===== src/oam_pkg.sv =====
package oam_pkg;
	// ----------------------------------------
	// addressing modes
	// ----------------------------------------
	typedef enum logic [3:0] {
		OAM_MODE_SRC_IDX = 4'h0,
		OAM_MODE_DST_DIR = 4'h1,
		OAM_MODE_DST_IDX = 4'h2,
		OAM_MODE_DST_DIR_IMM = 4'h3,
		OAM_MODE_DST_IDX_IMM = 4'h4,
		OAM_MODE_MEM_MOVE = 4'h5,
		OAM_MODE_IND_SRC = 4'h6,
		OAM_MODE_IND_DST = 4'h7
	} oam_mode_t;

	// ----------------------------------------
	// executor states
	// ----------------------------------------
	typedef enum logic [2:0] {
		OAM_ST_IDLE = 3'h0,
		OAM_ST_READ = 3'h1,
		OAM_ST_PTR = 3'h2,
		OAM_ST_DATA = 3'h3,
		OAM_ST_WRITE = 3'h4,
		OAM_ST_INC = 3'h5,
		OAM_ST_DONE = 3'h6
	} oam_state_t;

	localparam logic [1:0] OAM_LEN_TWO = 2'h2;
	localparam logic [1:0] OAM_LEN_THREE = 2'h3;
	localparam logic [7:0] OAM_ACC_RST = 8'h00;
	localparam logic [7:0] OAM_IDX_RST = 8'h00;
	localparam logic [7:0] OAM_BYTE_ZERO = 8'h00;
	localparam logic [7:0] OAM_PTR_STEP = 8'h01;
	localparam int OAM_BANK_BIT = 4;
endpackage : oam_pkg


===== src/oam_mode_decode.sv =====
`timescale 1ns/10ps
// ----------------------------------------
// per-mode length, indexed flag and address form
// ----------------------------------------
module oam_mode_decode (
	input wire oam_pkg::oam_mode_t mode_i,
	input wire logic [7:0] op1_i,
	input wire logic [7:0] idx_i,
	output logic [1:0] len_o,
	output logic [7:0] addr_o,
	output logic indexed_o
);
	always_comb begin
		indexed_o = 1'b0;
		len_o = oam_pkg::OAM_LEN_TWO;
		unique case (mode_i)
			oam_pkg::OAM_MODE_SRC_IDX,
			oam_pkg::OAM_MODE_DST_IDX: begin
				indexed_o = 1'b1;
			end
			oam_pkg::OAM_MODE_DST_IDX_IMM: begin
				indexed_o = 1'b1;
				len_o = oam_pkg::OAM_LEN_THREE;
			end
			oam_pkg::OAM_MODE_DST_DIR_IMM,
			oam_pkg::OAM_MODE_MEM_MOVE: begin
				len_o = oam_pkg::OAM_LEN_THREE;
			end
			oam_pkg::OAM_MODE_DST_DIR,
			oam_pkg::OAM_MODE_IND_SRC,
			oam_pkg::OAM_MODE_IND_DST: begin
			end
			default: begin
			end
		endcase
		// wraps at 8 bits, no carry out
		addr_o = indexed_o ? 8'(op1_i + idx_i) : op1_i;
	end
endmodule : oam_mode_decode


===== src/oam_core.sv =====
`timescale 1ns/10ps
// Notes on behaviour
// - source indexed: operand1 plus X addresses source; result to A or X
// - source indexed arithmetic uses A or X as second operand; two bytes
// - destination direct: operand1 addresses result; location is second operand
// - destination direct source is A or X; that register stays unchanged
// - destination indexed: operand1 plus X addresses result and second operand
// - destination indexed source is always A; two bytes
// - direct destination with immediate operand2; three bytes
// - indexed destination with immediate operand2; three bytes
// - memory to memory direct only for move; three bytes
// - move copies RAM at operand2 into RAM at operand1; RAM only
// - indirect source: pointer read at operand1, then memory at pointer
// - byte at pointer loads A in the same cycle as the stored pointer increments
// - indirect destination: A written at pointer, then pointer increments
// - RAM and register space are separate; register form reaches registers
// - direct move to register space copies A or X, that register unchanged
// - register space has two banks of 256, chosen by flags bank bit
module oam_core (
	input wire logic core_clk_i,
	input wire logic nrst_i,
	input wire logic start_i,
	input wire oam_pkg::oam_mode_t mode_i,
	input wire logic reg_space_i,
	input wire logic is_arith_i,
	input wire logic use_x_i,
	input wire logic [7:0] op1_i,
	input wire logic [7:0] op2_i,
	input wire logic [7:0] flags_i,
	input wire logic acc_load_i,
	input wire logic idx_load_i,
	input wire logic [7:0] load_data_i,
	input wire logic [7:0] alu_result_i,
	input wire logic [7:0] ram_rdata_i,
	input wire logic [7:0] reg_rdata_i,
	output logic busy_o,
	output logic done_o,
	output logic [1:0] len_o,
	output logic [7:0] acc_o,
	output logic [7:0] idx_o,
	output logic [7:0] alu_a_o,
	output logic [7:0] alu_b_o,
	output logic ram_re_o,
	output logic ram_we_o,
	output logic [7:0] ram_addr_o,
	output logic [7:0] ram_wdata_o,
	output logic reg_re_o,
	output logic reg_we_o,
	output logic [8:0] reg_addr_o,
	output logic [7:0] reg_wdata_o
);
	// ----------------------------------------
	// state
	// ----------------------------------------
	oam_pkg::oam_state_t state_r;
	oam_pkg::oam_mode_t mode_r;
	logic reg_r;
	logic arith_r;
	logic use_x_r;
	logic bank_r;
	logic [7:0] op1_r;
	logic [7:0] op2_r;
	logic [7:0] addr_r;
	logic [7:0] ptr_r;
	logic [7:0] data_r;
	logic [7:0] acc_r;
	logic [7:0] idx_r;
	logic [1:0] len_r;
	logic [1:0] len_nxt;
	logic [7:0] addr_nxt;
	logic [7:0] rd_data;
	logic [7:0] src_val;
	logic is_dst;

	oam_mode_decode u_dec (
		.mode_i(mode_i),
		.op1_i(op1_i),
		.idx_i(idx_r),
		.len_o(len_nxt),
		.addr_o(addr_nxt),
		.indexed_o()
	);

	// RAM-only modes ignore the register-space form
	assign rd_data = reg_r ? reg_rdata_i : ram_rdata_i;
	assign is_dst = (mode_r != oam_pkg::OAM_MODE_SRC_IDX);

	always_comb begin
		unique case (mode_r)
			oam_pkg::OAM_MODE_DST_DIR: src_val = use_x_r ? idx_r : acc_r;
			oam_pkg::OAM_MODE_DST_IDX: src_val = acc_r;
			oam_pkg::OAM_MODE_DST_DIR_IMM,
			oam_pkg::OAM_MODE_DST_IDX_IMM: src_val = op2_r;
			default: src_val = use_x_r ? idx_r : acc_r;
		endcase
	end

	// ----------------------------------------
	// sequencer
	// ----------------------------------------
	always_ff @(posedge core_clk_i) begin
		if (!nrst_i) begin
			state_r <= oam_pkg::OAM_ST_IDLE;
			mode_r <= oam_pkg::OAM_MODE_SRC_IDX;
			reg_r <= 1'b0;
			arith_r <= 1'b0;
			use_x_r <= 1'b0;
			bank_r <= 1'b0;
			op1_r <= oam_pkg::OAM_BYTE_ZERO;
			op2_r <= oam_pkg::OAM_BYTE_ZERO;
			addr_r <= oam_pkg::OAM_BYTE_ZERO;
			ptr_r <= oam_pkg::OAM_BYTE_ZERO;
			data_r <= oam_pkg::OAM_BYTE_ZERO;
			len_r <= oam_pkg::OAM_LEN_TWO;
		end else begin
			unique case (state_r)
				oam_pkg::OAM_ST_IDLE: begin
					if (start_i) begin
						mode_r <= mode_i;
						// mem move and indirect reach RAM only
						reg_r <= reg_space_i && (mode_i != oam_pkg::OAM_MODE_MEM_MOVE)
							&& (mode_i != oam_pkg::OAM_MODE_IND_SRC) && (mode_i != oam_pkg::OAM_MODE_IND_DST);
						arith_r <= is_arith_i;
						use_x_r <= use_x_i;
						bank_r <= flags_i[oam_pkg::OAM_BANK_BIT];
						op1_r <= op1_i;
						op2_r <= op2_i;
						addr_r <= (mode_i == oam_pkg::OAM_MODE_MEM_MOVE) ? op2_i : addr_nxt;
						len_r <= len_nxt;
						state_r <= oam_pkg::OAM_ST_READ;
					end
				end
				oam_pkg::OAM_ST_READ: begin
					state_r <= oam_pkg::OAM_ST_DATA;
					if (mode_r == oam_pkg::OAM_MODE_IND_SRC || mode_r == oam_pkg::OAM_MODE_IND_DST) begin
						state_r <= oam_pkg::OAM_ST_PTR;
					end
				end
				oam_pkg::OAM_ST_PTR: begin
					ptr_r <= ram_rdata_i;
					state_r <= (mode_r == oam_pkg::OAM_MODE_IND_SRC) ? oam_pkg::OAM_ST_DATA : oam_pkg::OAM_ST_WRITE;
				end
				oam_pkg::OAM_ST_DATA: begin
					data_r <= rd_data;
					state_r <= is_dst ? oam_pkg::OAM_ST_WRITE : oam_pkg::OAM_ST_DONE;
					if (mode_r == oam_pkg::OAM_MODE_MEM_MOVE) begin
						addr_r <= op1_r;
					end
					if (mode_r == oam_pkg::OAM_MODE_IND_SRC) begin
						state_r <= oam_pkg::OAM_ST_INC;
					end
				end
				oam_pkg::OAM_ST_WRITE: begin
					state_r <= (mode_r == oam_pkg::OAM_MODE_IND_DST) ? oam_pkg::OAM_ST_INC : oam_pkg::OAM_ST_DONE;
				end
				oam_pkg::OAM_ST_INC: begin
					state_r <= oam_pkg::OAM_ST_DONE;
				end
				oam_pkg::OAM_ST_DONE: begin
					state_r <= oam_pkg::OAM_ST_IDLE;
				end
				default: begin
					state_r <= oam_pkg::OAM_ST_IDLE;
				end
			endcase
		end
	end

	// ----------------------------------------
	// accumulator and index
	// ----------------------------------------
	always_ff @(posedge core_clk_i) begin
		if (!nrst_i) begin
			acc_r <= oam_pkg::OAM_ACC_RST;
			idx_r <= oam_pkg::OAM_IDX_RST;
		end else if (state_r == oam_pkg::OAM_ST_DONE && mode_r == oam_pkg::OAM_MODE_SRC_IDX) begin
			if (use_x_r) begin
				idx_r <= arith_r ? alu_result_i : data_r;
			end else begin
				acc_r <= arith_r ? alu_result_i : data_r;
			end
		end else if (state_r == oam_pkg::OAM_ST_INC && mode_r == oam_pkg::OAM_MODE_IND_SRC) begin
			// pointed byte is on the read bus in this cycle
			acc_r <= ram_rdata_i;
		end else if (state_r == oam_pkg::OAM_ST_IDLE) begin
			if (acc_load_i) begin
				acc_r <= load_data_i;
			end
			if (idx_load_i) begin
				idx_r <= load_data_i;
			end
		end
	end

	// ----------------------------------------
	// memory ports
	// ----------------------------------------
	always_comb begin
		ram_re_o = 1'b0;
		ram_we_o = 1'b0;
		ram_addr_o = addr_r;
		ram_wdata_o = oam_pkg::OAM_BYTE_ZERO;
		reg_re_o = 1'b0;
		reg_we_o = 1'b0;
		reg_addr_o = {bank_r, addr_r};
		reg_wdata_o = oam_pkg::OAM_BYTE_ZERO;
		unique case (state_r)
			oam_pkg::OAM_ST_READ: begin
				ram_re_o = !reg_r;
				reg_re_o = reg_r;
				if (mode_r == oam_pkg::OAM_MODE_IND_SRC || mode_r == oam_pkg::OAM_MODE_IND_DST) begin
					ram_addr_o = op1_r;
				end
				if (!arith_r && is_dst && mode_r != oam_pkg::OAM_MODE_MEM_MOVE
						&& mode_r != oam_pkg::OAM_MODE_IND_SRC && mode_r != oam_pkg::OAM_MODE_IND_DST) begin
					ram_re_o = 1'b0;
					reg_re_o = 1'b0;
				end
			end
			oam_pkg::OAM_ST_DATA: begin
				if (mode_r == oam_pkg::OAM_MODE_IND_SRC) begin
					ram_re_o = 1'b1;
					ram_addr_o = ptr_r;
				end
			end
			oam_pkg::OAM_ST_WRITE: begin
				if (mode_r == oam_pkg::OAM_MODE_IND_DST) begin
					ram_we_o = 1'b1;
					ram_addr_o = ptr_r;
					ram_wdata_o = acc_r;
				end else if (mode_r == oam_pkg::OAM_MODE_MEM_MOVE) begin
					ram_we_o = 1'b1;
					ram_wdata_o = data_r;
				end else begin
					ram_we_o = !reg_r;
					reg_we_o = reg_r;
					ram_wdata_o = arith_r ? alu_result_i : src_val;
					reg_wdata_o = arith_r ? alu_result_i : src_val;
				end
			end
			oam_pkg::OAM_ST_INC: begin
				ram_we_o = 1'b1;
				ram_addr_o = op1_r;
				ram_wdata_o = 8'(ptr_r + oam_pkg::OAM_PTR_STEP);
			end
			default: begin
			end
		endcase
	end

	// alu: a is the source, b the location or A/X second operand
	assign alu_a_o = is_dst ? src_val : data_r;
	assign alu_b_o = is_dst ? data_r : src_val;
	assign busy_o = (state_r != oam_pkg::OAM_ST_IDLE);
	assign done_o = (state_r == oam_pkg::OAM_ST_DONE);
	assign len_o = len_r;
	assign acc_o = acc_r;
	assign idx_o = idx_r;
endmodule : oam_core


===== config.mk =====
export PLATFORM = sky130hd
export DESIGN_NAME = oam_core
export DESIGN_NICKNAME = d
export VERILOG_FILES = /design/src/oam_pkg.sv /design/src/oam_mode_decode.sv /design/src/oam_core.sv
export SDC_FILE = /design/constraint.sdc
export NUM_CORES = 1
export LEC_CHECK = 0
export BUFFER_PORTS_ARGS = -buffer_cell sky130_fd_sc_hd__clkbuf_2
export CAP_MARGIN = 10
export CORE_MARGIN = 5
export CORE_UTILIZATION = 55
export DETAILED_ROUTE_END_ITERATION = 10
export PLACE_DENSITY = 0.83
export RECOVER_POWER = 50
export SLEW_MARGIN = 20
export SYNTH_ARGS = -nofsm -noshare
export SYNTH_HDL_FRONTEND = slang
export SYNTH_HIERARCHICAL = 1
export SYNTH_SLANG_ARGS = --single-unit

===== constraint.sdc =====
create_clock -name core_clk_i -period 3.1 [get_ports core_clk_i]
set_input_delay 0.155 -clock core_clk_i [delete_from_list [all_inputs] [get_ports core_clk_i]]
set_output_delay 0.155 -clock core_clk_i [all_outputs]
set_load 0.05 [all_outputs]

==> impl_metrics.yaml <==
status:
  status: "finished, violations left"
  violations: "max-capacitance violations, max-slew violations"
sta:
  holdWs_ps: 39.0
  fmax_mhz: 349
  min_period_over_period_pct: 92.5
  relSlewSlack_pct: -4.07
  fin_crit_ps: 2870
  setup_viol: 0
  tightest_slew_ps: 1560
  hold_viol: 0
  finClkSkew_ps: 10.2
  rsz0062_at_grt: "no"
  fin_tns_setup_ps: 0
  slew_viol_final: 17
layout:
  diodes: 0
  final_common_cell: "nand2_1"
  multi_input_area_um2: 3420
  area_growth_pct: 16.8
  final_cell_mix: "130 x nand2_1, 104 x clkbuf_2, 68 x dfxtp_1"
  drive_gt1_share_pct: 20.1
  nFillCells: 846
  layout.nets: 877
  final_util_pct: 65.4
  seqCellArea_um2: 1380
floorplanning:
  die_x_um: 107
  core-area_um2: 9200
  die_area_um2: 11400
  num_rows: 35
  io_pins: 141
  die_h_um: 107
  start_util_pct: 56.0
grt:
  track_usage_pct: 31.8
  grt_max_degree: 34
  antenna_found_initial: 0
  globalRoute.totalOverflow: 0
  first_global_vias: 5387
  grt_pass1_wl_um: 28500
placement:
  hpwl_um: 14400
  numPortBuffers: 133
  routabilityCongestion: 0.990
power_and_ir_drop:
  ir_drop_mv: 0.320
  powerDensity_nw_per_um2: 637
  p_total_uw: 3830
  p_leak_uw: 0.00234
hold_path:
  hp-class: "input pin to register"
  min_path_cells: 3
  min_to: "op2_r[3]"
  min_from: "op2_i[3]"
critical_path:
  worstPathRequired_ps: 2940
  crit_path_top_delay_cell: "dfxtp_1"
  arrival_ps: 2710
  crit_chain: "and3b_1 -> a21oi_1 -> o21ai_1 -> o221ai_1 -> clkbuf_2"
  r2r-start: "state_r[1]"
  path_max_fanout: 26
  r2r-end: "idx_o[2]"
  end_kind: "output port"
  critPathMaxStageDelay_ps: 820
  critPathKind: "register to output port"
  reg2reg_slack_ps: 420
  critPathLaunchType: "register"
  rr_worst_depth: 6
yosys:
  synth_top_area_share_pct: 26.8
  async_flop_share_pct: 0
  synth_fp_nets: 773
  synthSimpleGateAreaFrac_pct: 27.9
  synthCells: 696
  muxShareOfSynthArea_pct: 6.83
  ys.flop_type: "dfxtp_1"
  synth_seq_cells: 69
  synthXorXnorAreaFrac_pct: 1.02
  synth_top_family_by_area: "simple AND/OR/NAND/NOR gates"
  synthAdderAreaFrac_pct: 2.33
  ys_warn_count: 6
  synth.top_cells.by_area: "dfxtp_1 27%, nand2_1 9.5%, mux2i_1 6.6%, a21oi_1 5.2%, nor2_1 3.1%"
  synth_edf_count: 0
  syn_area_um2: 5150
  syn_avg_cell_area_um2: 7.40
  synth.distinct_cells: 77
  synth_compound_area_share_pct: 27.8
  yosysSeqAreaShare_pct: 26.8
  yosysTopAreaCell: "dfxtp_1"
detailed_routing:
  drt-total-wl_um: 18600
  drt-pass1-iter-count: 6
  routed_via_density: 6.35
  drc: 0
  vias: 5821
  wl_per_cell_um: 20.3
  drt_iter0_markers: 602
  ant_nets: 0
cts:
  cts_tree: "built"
  cts_max_path_buffers: 2
  cts_root_buf: "clkbuf_8"
  clkTransAtPathRegs_ps: 90
  htreeDepth: 3
  clkLatencyLatePin_ps: 350
  cts_made_buffers: 9
  postCtsSetupRepairBufs: 0
  cts_sinks: 69
job:
  max-cap-violations: 1
## sequential cells by signal, indices dropped and copies added (netlist names), 2 cells and up
name,flops
idx_o,8
ptr_r,8
op1_r,8
data_r,8
state_r,3
op2_r,8
acc_o,8
mode_r,4
len_o,2
addr_r,8
## per-stage QoR
stage,cells,setup WS (ps),cell area (um2)
3_5_place_dp,900,495,5850
3_3_place_gp,900,567,5850
2_1_floorplan,696,548,5150
5_1_grt,916,52.4,6010
6_report,916,231,6010
4_1_cts,916,61.3,6060
## worst max-delay path, delay by kind of cell (launching register included)
kind	cells	cell delay (ps)
AOI/OAI and AO/OA	3	830
DFF	1	820
buffers and inverters	1	290
and+or+nand+nor	1	420
## cell type report
cell class	count	share of cell area, %
flip-flops and latches	69	23.0
multi-input cells	538	56.9
clock inverters	7	1.35
clock buffers	9	2.06
inverters	33	2.08
well taps	111	2.31
repair buffers	149	12.3
## Yosys cell counts, types with 3 or more instances
| library cell | count |
|---|---|
| nor3b_1 | 4 |
| a31oi_1 | 3 |
| a2111oi_2 | 6 |
| o21ai_1 | 20 |
| mux2i_1 | 34 |
| nand4_1 | 3 |
| a221oi_1 | 6 |
| ha_1 | 8 |
| o21ai_0 | 20 |
| a21oi_1 | 53 |
| a222oi_1 | 3 |
| and3_1 | 4 |
| inv_1 | 31 |
| and2_1 | 3 |
| o31a_1 | 3 |
| nand3_1 | 29 |
| o221ai_1 | 8 |
| or4_1 | 5 |
| a22o_1 | 10 |
| nor4bb_1 | 7 |
| o211ai_1 | 11 |
| xnor2_1 | 3 |
| a211oi_1 | 13 |
| o21a_1 | 3 |
| o211a_1 | 3 |
| o31ai_1 | 6 |
| clkbuf_1 | 37 |
| buf_2 | 12 |
| xor2_1 | 3 |
| nand2_1 | 130 |
| or3_1 | 3 |
| nor3_1 | 17 |
| a21boi_0 | 6 |
| nor4b_1 | 10 |
| nor2_1 | 42 |
| nor3_2 | 4 |
| dfxtp_1 | 69 |
| and3b_1 | 5 |
| buf_1 | 3 |
| a211o_1 | 8 |
## cells by family after synthesis
logic type | after synthesis
AOI/OAI and AO/OA | 202
xor gates and xnor gates | 6
adders and majority gates | 9
buffers and inverters | 89
DFF | 69
muxes | 35
other | 1
and+or+nand+nor | 285
## how the worst max path moves through the flow
stage / end / slack, ps / start / cells after the start
after global routing: ram_addr_o[3] / 50 / mode_r[1] / 5
after global placement: ram_addr_o[6] / 570 / mode_r[0] / 4
after CTS: ram_addr_o[6] / 60 / mode_r[0] / 4
final: ram_addr_o[6] / 230 / mode_r[1] / 5
after detailed placement: ram_addr_o[6] / 490 / mode_r[0] / 4
after floorplan: reg_re_o / 550 / mode_r[2] / 7
## power breakdown
group | internal (uW) | total, uW | switching (uW)
Clock | 383 | 782 | 399
Combinational | 500 | 1820 | 1320
Sequential | 1000 | 1230 | 224
## metal layers
metal | vias up | track usage, % | routed length (um)
met1 | 2697 | 43.2 | 7580
li1 | 2757 | - | -
met3 | 52 | 5.54 | 1680
met5 | - | 0 | 0
met4 | 0 | 11.5 | 693
met2 | 315 | 50.8 | 8660
## timing repair
action                                  CTS  global route
gates resized for setup                   0             2
hold buffers                              0             0
endpoints found under the setup margin    0            16
Note: power is estimated with default switching activity, not from simulation.
